<file path="config.mk">
export PLATFORM = sky130hd
export DESIGN_NAME = tpo_top
export DESIGN_NICKNAME = d
export VERILOG_FILES = /design/src/inc/tpo_pkg.sv /design/src/rtl/tpo_edge_det.sv /design/src/rtl/tpo_prescaler.sv /design/src/rtl/tpo_top.sv
export SDC_FILE = /design/constraint.sdc
export NUM_CORES = 1
export LEC_CHECK = 0
export BUFFER_PORTS_ARGS = -buffer_cell sky130_fd_sc_hd__buf_2
export CORE_ASPECT_RATIO = 2
export CORE_UTILIZATION = 42
export DETAILED_ROUTE_END_ITERATION = 10
export HOLD_SLACK_MARGIN = 0.08
export PLACE_DENSITY_LB_ADDON = 0.12
export SLEW_MARGIN = 25
export SYNTH_ARGS = -nofsm -noshare
export SYNTH_HDL_FRONTEND = slang
export SYNTH_HIERARCHICAL = 1
export SYNTH_SLANG_ARGS = --single-unit
</file>
<file path="constraint.sdc">
create_clock -name ref_clk -period 2.7 [get_ports ref_clk]
set_clock_uncertainty 0.2 [all_clocks]
set_input_delay 0.405 -clock ref_clk [delete_from_list [all_inputs] [get_ports ref_clk]]
set_output_delay 0.405 -clock ref_clk [all_outputs]
set_load 0.01 [all_outputs]
</file>
<file path="src/inc/tpo_pkg.sv">
// shared constants and types for the timer prescaler option block
package tpo_pkg;

    localparam int unsigned TPO_ADDR_W = 12;
    localparam int unsigned TPO_DATA_W = 32;

    // register indices as mapped in the register file; byte address is four times the index
    localparam logic [TPO_ADDR_W-1:0] TPO_CFG_IDX_LO = 12'h081;
    localparam logic [TPO_ADDR_W-1:0] TPO_CFG_IDX_HI = 12'h181;
    localparam logic [TPO_ADDR_W-1:0] TPO_STAT_IDX = 12'h082;
    localparam logic [TPO_ADDR_W-1:0] TPO_CFG_ADDR_LO = 12'h204;
    localparam logic [TPO_ADDR_W-1:0] TPO_CFG_ADDR_HI = 12'h604;
    localparam logic [TPO_ADDR_W-1:0] TPO_STAT_ADDR = 12'h208;

    // field positions of the configuration register
    localparam int unsigned TPO_PULLUP_DIS_BIT = 7;
    localparam int unsigned TPO_IRQ_EDGE_BIT = 6;
    localparam int unsigned TPO_CLK_SRC_BIT = 5;
    localparam int unsigned TPO_SRC_EDGE_BIT = 4;
    localparam int unsigned TPO_PS_ASSIGN_BIT = 3;
    localparam int unsigned TPO_RATE_LSB = 0;
    localparam int unsigned TPO_RATE_W = 3;

    localparam logic [7:0] TPO_CFG_RESET = 8'hFF;
    localparam logic [7:0] TPO_PS_CNT_RESET = 8'h00;
    localparam int unsigned TPO_PS_CNT_W = 8;
    localparam int unsigned TPO_SHIFT_W = 4;

    typedef struct packed {
        logic pullup_disable_n;
        logic ext_irq_edge_sel;
        logic timer_clk_source_sel;
        logic timer_source_edge_sel;
        logic prescaler_assign;
        logic [TPO_RATE_W-1:0] prescale_rate;
    } tpo_cfg_t;

    typedef struct packed {
        logic timer_tick;
        logic watchdog_tick;
        logic ext_irq_event;
    } tpo_evt_t;

endpackage

</file>
<file path="src/rtl/tpo_edge_det.sv">
// selectable rising or falling edge detector with registered pulse
`timescale 1ns/1ps
`default_nettype none
module tpo_edge_det (
    input wire logic ref_clk,
    input wire logic resetn,
    input wire logic sig_in,
    input wire logic fall_sel,
    output logic pulse
);
    logic prev_ff;
    logic pulse_ff;
    logic primed_ff;
    logic nxt_prev;
    logic nxt_pulse;
    logic nxt_primed;

    always_comb begin
        nxt_prev = sig_in;
        nxt_primed = 1'b1;
        // no edge until the pin has been sampled once, whatever its idle level
        nxt_pulse = primed_ff & (fall_sel ? (prev_ff & ~sig_in) : (~prev_ff & sig_in));
    end

    always_ff @(posedge ref_clk or negedge resetn) begin
        if (!resetn) begin
            prev_ff <= 1'b0;
            pulse_ff <= 1'b0;
            primed_ff <= 1'b0;
        end else begin
            prev_ff <= nxt_prev;
            pulse_ff <= nxt_pulse;
            primed_ff <= nxt_primed;
        end
    end

    assign pulse = pulse_ff;
endmodule // tpo_edge_det
`default_nettype wire

</file>
<file path="src/rtl/tpo_prescaler.sv">
// shared ripple-style prescaler: divides input pulses by 2^shift
`timescale 1ns/1ps
`default_nettype none
module tpo_prescaler
    import tpo_pkg::*;
(
    input wire logic ref_clk,
    input wire logic resetn,
    input wire logic clr,
    input wire logic in_pulse,
    input wire logic [TPO_SHIFT_W-1:0] shift,
    output logic tick,
    output logic [TPO_PS_CNT_W-1:0] count
);
    logic [TPO_PS_CNT_W-1:0] cnt_ff;
    logic [TPO_PS_CNT_W-1:0] nxt_cnt;
    logic tick_ff;
    logic nxt_tick;
    logic [TPO_PS_CNT_W:0] span;
    logic [TPO_PS_CNT_W-1:0] mask;

    always_comb begin
        span = (9'h001 << shift);
        mask = span[TPO_PS_CNT_W-1:0] - 8'h01;
        nxt_cnt = cnt_ff;
        nxt_tick = 1'b0;
        if (clr) begin
            nxt_cnt = TPO_PS_CNT_RESET;
        end else if (in_pulse) begin
            nxt_cnt = cnt_ff + 8'h01;
            // full period reached when all low bits of the count are set
            nxt_tick = ((cnt_ff & mask) == mask);
        end
    end

    always_ff @(posedge ref_clk or negedge resetn) begin
        if (!resetn) begin
            cnt_ff <= TPO_PS_CNT_RESET;
            tick_ff <= 1'b0;
        end else begin
            cnt_ff <= nxt_cnt;
            tick_ff <= nxt_tick;
        end
    end

    assign tick = tick_ff;
    assign count = cnt_ff;
endmodule // tpo_prescaler
`default_nettype wire

</file>
<file path="src/rtl/tpo_top.sv">
// option register with apb access, driving timer, watchdog, irq edge and pull-up logic
`timescale 1ns/1ps
`default_nettype none
// Functional notes
// - one 8-bit rw register, two aliases, resets all-ones
// - bit 7 high disables pull-ups, else latch-controlled
// - bit 6 picks external interrupt rising or falling
// - bit 5 picks external pin or instruction clock
// - bit 4 picks external clock pin edge
// - bit 3 gives prescaler to watchdog or timer
module tpo_top
    import tpo_pkg::*;
(
    input wire logic ref_clk,
    input wire logic resetn,
    input wire logic psel,
    input wire logic penable,
    input wire logic pwrite,
    input wire logic [TPO_ADDR_W-1:0] paddr,
    input wire logic [TPO_DATA_W-1:0] pwdata,
    input wire logic [3:0] pstrb,
    output logic [TPO_DATA_W-1:0] prdata,
    output logic pready,
    output logic pslverr,
    input wire logic [7:0] input_port_b_latch,
    output logic [7:0] input_port_b_pullup_en,
    input wire logic ext_irq_pin,
    output logic ext_irq_event,
    input wire logic ext_timer_clk_pin,
    input wire logic instr_cycle_clk,
    input wire logic watchdog_osc_tick,
    output logic eight_bit_timer_inc,
    output logic watchdog_unit_inc,
    output tpo_cfg_t cfg_out
);

    // configuration register and apb read data
    logic [7:0] cfg_ff;
    logic [7:0] nxt_cfg;
    logic [TPO_DATA_W-1:0] rdata_ff;
    logic [TPO_DATA_W-1:0] nxt_rdata;
    logic err_ff;
    logic nxt_err;
    tpo_cfg_t cfg;

    // decode
    logic setup_ph;
    logic access_ph;
    logic hit_cfg;
    logic hit_stat;
    logic mapped;

    // pull-up outputs
    logic [7:0] pullup_ff;
    logic [7:0] nxt_pullup;

    // timer path
    logic ext_clk_edge;
    logic timer_src_pulse;
    logic ps_in_pulse;
    logic ps_tick;
    logic ps_clr;
    logic [TPO_SHIFT_W-1:0] ps_shift;
    logic [TPO_PS_CNT_W-1:0] ps_count;
    logic assign_prev_ff;
    logic nxt_assign_prev;
    logic timer_inc_ff;
    logic nxt_timer_inc;
    logic wdt_inc_ff;
    logic nxt_wdt_inc;
    logic irq_pulse;
    logic [2:0] src_sync_ff;
    logic [2:0] nxt_src_sync;

    assign cfg = tpo_cfg_t'(cfg_ff);

    assign setup_ph = psel & ~penable;
    assign access_ph = psel & penable;
    assign hit_cfg = (paddr == TPO_CFG_ADDR_LO) | (paddr == TPO_CFG_ADDR_HI);
    assign hit_stat = (paddr == TPO_STAT_ADDR);
    assign mapped = hit_cfg | (hit_stat & ~pwrite);

    // register file: write in the access phase, read data staged in setup
    always_comb begin
        nxt_cfg = cfg_ff;
        nxt_rdata = rdata_ff;
        nxt_err = err_ff;
        if (access_ph & pwrite & hit_cfg & pstrb[0]) begin
            nxt_cfg = pwdata[7:0];
        end
        if (setup_ph) begin
            nxt_err = ~mapped;
            nxt_rdata = '0;
            if (~pwrite & hit_cfg) begin
                nxt_rdata = {24'h000000, cfg_ff};
            end else if (~pwrite & hit_stat) begin
                nxt_rdata = {16'h0000, ps_count, 5'h00, src_sync_ff};
            end
        end
    end

    always_ff @(posedge ref_clk or negedge resetn) begin
        if (!resetn) begin
            cfg_ff <= TPO_CFG_RESET;
            rdata_ff <= '0;
            err_ff <= 1'b0;
        end else begin
            cfg_ff <= nxt_cfg;
            rdata_ff <= nxt_rdata;
            err_ff <= nxt_err;
        end
    end

    assign prdata = rdata_ff;
    assign pready = 1'b1;
    assign pslverr = access_ph & err_ff;

    // weak pull-up enables per port line
    for (genvar gi = 0; gi < 8; gi++) begin : g_pullup
        assign nxt_pullup[gi] = ~cfg.pullup_disable_n & input_port_b_latch[gi];
    end

    always_ff @(posedge ref_clk or negedge resetn) begin
        if (!resetn) begin
            pullup_ff <= 8'h00;
        end else begin
            pullup_ff <= nxt_pullup;
        end
    end

    assign input_port_b_pullup_en = pullup_ff;

    // external interrupt edge: select one means rising, so falling is its inverse
    tpo_edge_det u_irq_edge (
        .ref_clk(ref_clk),
        .resetn(resetn),
        .sig_in(ext_irq_pin),
        .fall_sel(~cfg.ext_irq_edge_sel),
        .pulse(irq_pulse)
    );

    assign ext_irq_event = irq_pulse;

    // external timer clock edge: one means high-to-low
    tpo_edge_det u_tclk_edge (
        .ref_clk(ref_clk),
        .resetn(resetn),
        .sig_in(ext_timer_clk_pin),
        .fall_sel(cfg.timer_source_edge_sel),
        .pulse(ext_clk_edge)
    );

    // timer count source
    assign timer_src_pulse = cfg.timer_clk_source_sel ? ext_clk_edge : instr_cycle_clk;

    // prescaler input and division; rate zero on the watchdog passes every pulse
    always_comb begin
        if (cfg.prescaler_assign) begin
            ps_in_pulse = watchdog_osc_tick;
            ps_shift = {1'b0, cfg.prescale_rate};
        end else begin
            ps_in_pulse = timer_src_pulse;
            ps_shift = {1'b0, cfg.prescale_rate} + 4'h1;
        end
    end

    // reassigning the prescaler restarts it so no stale count leaks across
    always_comb begin
        nxt_assign_prev = cfg.prescaler_assign;
        ps_clr = (assign_prev_ff != cfg.prescaler_assign);
    end

    always_ff @(posedge ref_clk or negedge resetn) begin
        if (!resetn) begin
            assign_prev_ff <= 1'b1;
        end else begin
            assign_prev_ff <= nxt_assign_prev;
        end
    end

    tpo_prescaler u_ps (
        .ref_clk(ref_clk),
        .resetn(resetn),
        .clr(ps_clr),
        .in_pulse(ps_in_pulse),
        .shift(ps_shift),
        .tick(ps_tick),
        .count(ps_count)
    );

    // route increments: only the owner sees prescaled ticks
    always_comb begin
        if (cfg.prescaler_assign) begin
            nxt_timer_inc = timer_src_pulse;
            nxt_wdt_inc = ps_tick & ~ps_clr;
        end else begin
            nxt_timer_inc = ps_tick & ~ps_clr;
            nxt_wdt_inc = watchdog_osc_tick;
        end
        nxt_src_sync = {cfg.timer_clk_source_sel, ext_timer_clk_pin, ext_irq_pin};
    end

    always_ff @(posedge ref_clk or negedge resetn) begin
        if (!resetn) begin
            timer_inc_ff <= 1'b0;
            wdt_inc_ff <= 1'b0;
            src_sync_ff <= 3'h0;
        end else begin
            timer_inc_ff <= nxt_timer_inc;
            wdt_inc_ff <= nxt_wdt_inc;
            src_sync_ff <= nxt_src_sync;
        end
    end

    assign eight_bit_timer_inc = timer_inc_ff;
    assign watchdog_unit_inc = wdt_inc_ff;
    assign cfg_out = cfg;

endmodule // tpo_top
`default_nettype wire

</file>
==> results of run 1 <==
flip-flops by register name, indices dropped and copies added (netlist names), 3 cells and up:
signal,cells
prdata,16
u_ps/count,8
src_sync_ff,3
input_port_b_pullup_en,8
cfg_out,8
cells by family after synthesis:
| logic type | count (synthesis) |
|---|---|
| adders and majority gates | 3 |
| AOI/OAI and AO/OA | 32 |
| muxes | 11 |
| and+or+nand+nor | 60 |
| other | 4 |
| xor gates and xnor gates | 11 |
| DFF | 54 |
| buffers and inverters | 29 |
critical path: stages, from the launching register on:
cell       delay [ns]
dfstp_2          0.53
ha_1             0.22
mux2_2           0.30
nor2_4           0.12
nand3b_1         0.09
ha_1             0.29
nor2_1           0.04
a2111oi_2        0.29
o211ai_1         0.19
a221oi_2         0.21
cell usage in the layout (no fill, tap or decap), types with 3 or more instances in the layout:
cell,n
nand2b_1,3
nor3_1,5
a21oi_1,3
dfrtp_1,45
nand3_1,3
o21ai_0,4
clkbuf_16,5
xnor2_1,8
buf_4,15
and2_0,3
nand2_1,7
buf_2,73
a221o_1,3
xor2_1,3
inv_1,5
conb_1,19
nor2_1,13
dlygate4sd3_1,3
ha_1,3
dfstp_2,9
mux2_2,10
a22o_1,14
nor2b_1,8
metal layers:
metal / part of all wire (%) / global-route usage (%) / vias to the layer above
li1: - / - / 855
met2: 59 / 34.1 / 48
met3: 3.6 / 2.68 / 8
met5: 0 / 0 / -
met4: 1.6 / 5.92 / 0
met1: 35 / 17.5 / 875
power by group through the flow:
stage               clock, uW  sequential (uW)  combinational [uW]
floorplan                   0              978                 194
global placement            0              996                 263
detailed placement          0             1000                 270
CTS                       736              985                 274
global route              756             1000                 317
finish                    719              985                 272
timing repair:
| action | 4_1_cts | 5_1_grt |
|---|---|---|
| resized for setup | 2 | 0 |
| buffers inserted | 0 | 1 |
| pin swaps | 1 | 3 |
| setup endpoints to repair | 1 | 1 |
| hold buffers | 3 | 0 |
| endpoints found under the hold margin | 49 | 0 |
| gates cloned | 0 | 0 |
per-stage QoR:
stage / setup WS [ns] / power, uW / cells / setup TNS, ns
after floorplan: 0.0859 / 1170 / 219 / 0
after global placement: -0.0549 / 1260 / 345 / -0.0549
after detailed placement: -0.0455 / 1270 / 345 / -0.0455
after CTS: 0.0229 / 2000 / 356 / 0
after global routing: 0.0457 / 2080 / 357 / 0
final: 0.122 / 1980 / 357 / 0
final cells by class:
cell class                 count  area (sq um)
inverter                       7          26.3
tap                           61          76.3
clock inverter                 2          37.5
timing repair buffer          91           508
sequential                    54          1360
fill                         526          2540
multi-input combinational    136           985
clock buffer                   6           129
how the worst min path moves through the flow:
| stage | start | end | cells past startpoint |
|---|---|---|---|
| 2_1_floorplan | resetn | eight_bit_timer_inc | 0 |
| 3_3_place_gp | cfg_out[5] | src_sync_ff[2] | 0 |
| 3_5_place_dp | cfg_out[5] | src_sync_ff[2] | 0 |
| 4_1_cts | input_port_b_latch[2] | input_port_b_pullup_en[2] | 2 |
| 5_1_grt | input_port_b_latch[7] | input_port_b_pullup_en[7] | 2 |
| 6_report | input_port_b_latch[2] | input_port_b_pullup_en[2] | 2 |
==> impl_metrics.ini, run 1 <==
[routing]
finalWirelength_microns = 5070
route.detailed.drc = 0
antenna_left = 0
drt_first_pass_iters = 4
vias_per_cell = 5.00
vias = 1786
drtIter0Drc = 32
wire_per_inst_microns = 14.2

[floorplan]
die_area_sq_mm = 0.00618
ios = 118
initial_core_util_pct = 43.4
rows = 39
die_w_microns = 56.1
die_h_microns = 110
coreArea_sq_mm = 0.00566

[yosys]
synth_edf_count = 0
ys_types = 44
yosys.area_share.adder_pct = 1.53
synth_most_common_cell = dfrtp_1
ys_seq_area_share_pct = 55.4
synth_compound_area_share_pct = 10.6
synth_seq_cells = 54
synth-async-reset-ratio_pct = 100
ys_warn_count = 6
synthTopCellsByArea = dfrtp_1, dfstp_2, buf_4
synth-simple-area-share_pct = 15.8
avgSynthCellArea_sq_um = 12.1
yosys_most_used_dff = dfrtp_1
yosysTopAreaCellShare_pct = 45.8
synth_top_family_by_area = simple AND/OR/NAND/NOR gates
synth_top_cell_by_area = dfrtp_1
synth_common_cells = dfrtp_1, buf_4, a22o_1, nor2_1, mux2_2
synth_mux_area_share_pct = 4.99
syn_inst = 204
synth_xor_area_share_pct = 3.92
synthesis.area_sq_mm = 0.00246

[timing]
rsz0062_at_grt = no
setup_violations = 0
max_slew_margin_pct = 55.2
worst_pin_slew_ns = 0.672
fin_hold_ws_ns = 0.131
hold_viol = 0
min_period_ns = 2.58
clock.fmax_mhz = 388
drv_slew = 0
fin_crit_sh_pct = 95.5

[worst_setup_path]
cp-end-kind = register
crit_end = u_ps/tick
required_ns = 2.69
startpoint = cfg_out[1]
critPathKind = register to register
crit_fanout = 4
r2r-start = cfg_out[1]
r2r-end = u_ps/tick
start_kind = register
reg2reg_depth = 9
arrival_ns = 2.57
rrSetupSlack_ns = 0.12

[global_route]
grt_pass1_vias = 1765
antenna_found_initial = 0
overflow = 0
grt_use_total_pct = 17.1
grt_pass1_wl_microns = 8200
grt_max_degree = 55

[place]
numPortBuffers = 73
hpwl_microns = 3790
gp_congestion = 0.851
place_area_sq_mm = 0.00291

[layout]
post-route-util_pct = 55.2
num_antenna_cells = 0
final_area_sq_mm = 0.00312
drive_gt1_share_pct = 41.9
syn2layout_area_growth_pct = 27.1
fin_nets = 363

[hold_path]
hp-class = primary input to register

[clock_tree]
cts_buffers = 5
clk_transition_reported_paths_ns = 0.07
cts_tree = built
clock_tree.buffer_depth = 2
cts_root_buf = clkbuf_16
clock_sinks = 54
clkLatencyLatePin_ns = 0.29
cts_max_level = 2

[outcome]
status = completed

[run]
drv_cap = 0

[power_and_ir_drop]
p_sw_uw = 522
powerDensity_mw_per_mm2 = 632
p_sw_share_pct = 26.4
power_frac_seq_pct = 49.9
peakVddDrop_mv = 0.550
leakagePower_uw = 0.00161
p_clk_share_pct = 36.4
p_int_uw = 1450
comb_power_share_pct = 13.8
No activity file was read; power rests on OpenSTA's default activity.
==> inputs of run 2 (changes only) <==
- CORE_ASPECT_RATIO: 2 -> 0.6
- REMOVE_ABC_BUFFERS: not set -> 1
==> run 2 against run 1 <==
The run now ends with DRC left. Wire length up 1.5%. Sequential share of layout area increased by 0.23 points. Critical endpoint unchanged. Via count fell by 1.7%. Die area fell by 0.13%. Global-route usage increased by 0.87 points. Flip-flop and latch count stayed put. Utilization up 0.34 points. Maximum frequency fell by 0.73%. Combinational power about the same. Critical path depth unchanged. Clock power is 25% lower.
==> impl_metrics.ini, run 2 (same netlist as run 1, synthesis figures left out) <==
[outcome]
status = finished, violations left
violations = DRC

[timing]
max_slew_margin_pct = 60.3
hold_viol = 0
fin_tns_setup_ns = 0
min_period_ns = 2.60
setup_violations = 0
drv_slew = 0
fin_hold_ws_ns = 0.108
clock.fmax_mhz = 385
worst_pin_slew_ns = 0.595
rsz0062_at_grt = yes
fin_crit_sh_pct = 96.2

[layout]
final_common_cell = buf_2
largest_reg_flops = 16
final_cell_mix = buf_2, dfrtp_1, conb_1
num_antenna_cells = 0
syn2layout_area_growth_pct = 26.4
n_fill_cell = 503
fin_nets = 361
drive_gt1_share_pct = 42.2

[worst_setup_path]
r2r-end = u_ps/tick
arrival_ns = 2.59
r2r-start = cfg_out[0]
crit_fanout = 4
critPathKind = register to register
rrSetupSlack_ns = 0.10
start_kind = register
cp-end-kind = register
required_ns = 2.69
reg2reg_depth = 9

[global_route]
antenna_found_initial = 0
grt_use_met1_pct = 27.4
grt_use_total_pct = 17.9
use_met3_pct = 4.54
grt.busiest_layer = met1
grt_pass1_vias = 1590
grt_pass1_wl_microns = 8180
use_met2_pct = 25.5
overflow = 0
grt_max_degree = 30

[clock_tree]
cts_buffers = 5
cts_root_buf = clkbuf_8
clk_transition_reported_paths_ns = 0.10
clock_sinks = 54
cts_tree = built
clock_tree.buffer_depth = 2
cts_max_level = 2
clkLatencyLatePin_ns = 0.31

[power_and_ir_drop]
leakagePower_uw = 0.00158
p_sw_uw = 506
p_sw_share_pct = 28.1
power_frac_seq_pct = 55.1
p_clk_share_pct = 29.8
peakVddDrop_mv = 0.250
comb_power_share_pct = 15.2
p_int_uw = 1300
powerDensity_mw_per_mm2 = 579

[routing]
route.detailed.drc = 2
wire_per_inst_microns = 13.7
vias_per_cell = 4.70
antenna_left = 0
vias = 1756
drt_first_pass_iters = 7
finalWirelength_microns = 5140
drtIter0Drc = 73

[floorplan]
die_area_sq_mm = 0.00617
initial_core_util_pct = 43.9
rows = 21
die_w_microns = 101
ios = 118
die_h_microns = 61.3
coreArea_sq_mm = 0.00560

[hold_path]
hold_depth = 2
hp-class = primary input to register
hold_end = input_port_b_pullup_en[2]
hold_start = input_port_b_latch[2]

[place]
gp_congestion = 0.762
hpwl_microns = 3790
numPortBuffers = 73

[run]
drv_cap = 0
[run 2: area by class of cell]
cell class | count | area (sq um) | area share, %
sequential | 54 | 1360 | 43.8
timing repair buffer | 89 | 505 | 16.3
multi-input combinational | 136 | 1000 | 32.3
clock inverter | 2 | 37.5 | 1.21
tap | 80 | 100 | 3.22
inverter | 7 | 26.3 | 0.845
clock buffer | 6 | 72.6 | 2.33
[run 2: layer usage]
metal	wire length, microns	part of all wire, %
met1	2850	55
met2	1950	38
met3	319	6.2
met4	19	0.37
met5	0	0
[run 2: what timing repair did]
item | CTS | global route
gates resized for setup | 2 | 3
endpoints found under the hold margin | 25 | 0
hold buffers | 3 | 0
setup buffers | 0 | 1
pin swaps | 0 | 4
endpoints found under the setup margin | 1 | 1
[run 2: power groups by stage]
| stage | Combinational [uW] | Clock, uW | Sequential [uW] |
|---|---|---|---|
| final | 273 | 536 | 991 |
| after global placement | 264 | 0 | 1000 |
| after global routing | 314 | 583 | 1000 |
| after detailed placement | 270 | 0 | 1000 |
| after CTS | 276 | 549 | 988 |
| after floorplan | 175 | 0 | 978 |
[run 2: worst max path at each step]
| stage | from | to | slack (ns) | cells past startpoint |
|---|---|---|---|---|
| 2_1_floorplan | cfg_out[0] | u_ps/tick | 0.09 | 9 |
| 3_3_place_gp | cfg_out[0] | u_ps/tick | 0.02 | 9 |
| 3_5_place_dp | cfg_out[0] | u_ps/tick | -0.01 | 9 |
| 4_1_cts | cfg_out[0] | u_ps/tick | 0.02 | 9 |
| 5_1_grt | cfg_out[0] | u_ps/tick | -0.08 | 9 |
| 6_report | cfg_out[0] | u_ps/tick | 0.10 | 9 |
[run 2: stage by stage]
step	utilization [%]	area (sq um)	cells	power (uW)	setup slack [ns]
2_1_floorplan	-	2370	197	1150	0.0859
3_3_place_gp	52.4	2930	362	1270	0.0152
3_5_place_dp	52.4	2930	362	1270	-0.0135
4_1_cts	55.1	3080	373	1810	0.0204
5_1_grt	55.5	3110	374	1900	-0.0758
6_report	55.5	3110	374	1800	0.103
[run 2: critical path, cell delays in order, from the launching register on]
cell and delay, ns:
dfstp_2 0.57, ha_4 0.20, mux2_4 0.28, nor2_4 0.12, nand3b_1 0.09, ha_1 0.30
nor2_2 0.04, a2111oi_2 0.27, o211ai_1 0.15, a221oi_2 0.26
==> inputs of run 3 (changes only) <==
- CELL_PAD_IN_SITES_DETAIL_PLACEMENT: not set -> 0
- CELL_PAD_IN_SITES_GLOBAL_PLACEMENT: not set -> 1
- CORE_ASPECT_RATIO: 0.6 -> not set
- CORE_UTILIZATION: 42 -> 31
- PLACE_DENSITY: not set -> 0.82
- PLACE_DENSITY_LB_ADDON: 0.12 -> not set
==> run 3 against run 2 <==
The run now ends clean. Sequential power down 0.5%. Final area fell by 0.60%. First-iteration DRC count decreased by 42%. Combinational power fell by 3%. Cell count is 5.3% higher. Wire length down 1.9%. Largest power group unchanged. Highest routed layer unchanged.
==> impl_metrics.ini, run 3 (same netlist as run 1, synthesis figures left out) <==
[routing]
vias = 1772
drtIter0Drc = 42
vias_per_cell = 4.50
drt_first_pass_iters = 4
finalWirelength_microns = 5050
route.detailed.drc = 0
wire_per_inst_microns = 12.8
antenna_left = 0

[power_and_ir_drop]
p_int_uw = 1290
peakVddDrop_mv = 0.256
leakagePower_uw = 0.00157
p_sw_share_pct = 27.0
power_frac_seq_pct = 55.6
p_clk_share_pct = 29.4
p_sw_uw = 479
powerDensity_mw_per_mm2 = 574
comb_power_share_pct = 14.9

[timing]
setup_ws_ns = 0.122
min_period_ns = 2.58
hold_viol = 0
drv_slew = 0
setup_violations = 0
worst_pin_slew_ns = 0.662
fin_crit_sh_pct = 95.5
clock.fmax_mhz = 388
max_slew_margin_pct = 55.8

[clock_tree]
clock_sinks = 54
cts_root_buf = clkbuf_8
post_cts_buffers = 0
clkLatencyLatePin_ns = 0.30
clk_transition_reported_paths_ns = 0.09
cts_max_level = 2
clock_tree.buffer_depth = 2
cts_tree = built
cts_buffers = 5

[run]
drv_cap = 0

[layout]
final_common_cell = buf_2
syn2layout_area_growth_pct = 25.6
final_cells = 394
final_cell_mix = buf_2, dfrtp_1, conb_1
fin_nets = 359
largest_reg_flops = 16
num_antenna_cells = 0
drive_gt1_share_pct = 40.8

[global_route]
grt_pass1_vias = 1644
grt_max_degree = 55
grt_use_total_pct = 12.3
overflow = 0
antenna_found_initial = 0
grt_pass1_wl_microns = 7960

[hold_path]
hold_depth = 2
hp-class = primary input to register

[place]
place_inst = 383
gp_congestion = 0.805
pre_cts_ws_ns = 0.0407
numPortBuffers = 73
hpwl_microns = 3690

[worst_setup_path]
required_ns = 2.70
reg2reg_depth = 9
start_kind = register
critPathKind = register to register
arrival_ns = 2.58
cp-end-kind = register
crit_fanout = 3

[floorplan]
coreArea_sq_mm = 0.00769
rows = 32
initial_core_util_pct = 32.0
die_h_microns = 91.1
die_area_sq_mm = 0.00829
die_w_microns = 91.1
ios = 118

[outcome]
status = completed
[run 3: changes by cell type in the layout (fill, tap and decap cells not counted), sizes merged]
cell and change:
buf -2, clkbuf +1, clkinvlp -1
[run 3: what timing repair did]
item                       4_1_cts  5_1_grt
hold buffers                     3        0
pin swaps                        0        3
setup endpoints to repair        1        1
gates resized for setup          1        2
hold endpoints to repair        49        0
[run 3: layout make-up]
| class | count | area [sq um] |
|---|---|---|
| fillers | 771 | 4600 |
| flip-flops and latches | 54 | 1360 |
| multi-input cells | 136 | 988 |
| repair buffers | 87 | 478 |
| well taps | 102 | 128 |
| clock buffers | 7 | 76.3 |
| clock inverters | 1 | 30.0 |
| inverters | 7 | 26.3 |
[run 3: per-stage QoR]
step           TNS (ns)  power, uW  cell area, sq um  util, %  hold WS, ns
6_report              0       1770              3090     40.2        0.125
5_1_grt         -0.0133       1880              3090     40.2        0.119
4_1_cts               0       1800              3080     40.1        0.118
3_5_place_dp          0       1270              2940     38.3        0.225
3_3_place_gp          0       1260              2940     38.3        0.222
2_1_floorplan         0       1150              2370        -      -0.0906
[run 3: layer usage]
| layer | GRT usage (%) | vias to the layer above | routed length (microns) |
|---|---|---|---|
| li1 | - | 858 | - |
| met3 | 3.43 | 5 | 276 |
| met2 | 20.0 | 60 | 2390 |
| met5 | 0 | - | 0 |
| met4 | 4.37 | 0 | 55 |
| met1 | 15.7 | 849 | 2330 |
[run 3: path summary, 6_finish.rpt]
check / slack (ns) / to / startpoint
max: 0.12 / u_ps/tick / cfg_out[0]
min: 0.13 / input_port_b_pullup_en[0] / input_port_b_latch[0]
max reg2reg: 0.12 / u_ps/tick / cfg_out[0]
min reg2reg: 0.24 / src_sync_ff[2] / cfg_out[5]
max in group asynchronous: 1.29 / u_ps/tick / resetn
min in group asynchronous: 0.55 / watchdog_unit_inc / resetn
[run 3: power by group through the flow]
stage / Combinational [uW] / Sequential (uW) / Clock, uW
after detailed placement: 265 / 1000 / 0
after CTS: 270 / 988 / 543
after global routing: 302 / 1000 / 574
after floorplan: 175 / 978 / 0
final: 265 / 986 / 522
after global placement: 260 / 1000 / 0
[run 3: critical path: stages, from the launching register on]
cell and delay, ns:
dfstp_2 0.55, ha_1 0.23, mux2_4 0.30, nor2_4 0.14, nand3b_1 0.09, ha_1 0.31, nor2_1 0.05, a2111oi_2 0.27
o211ai_1 0.14, a221oi_2 0.21
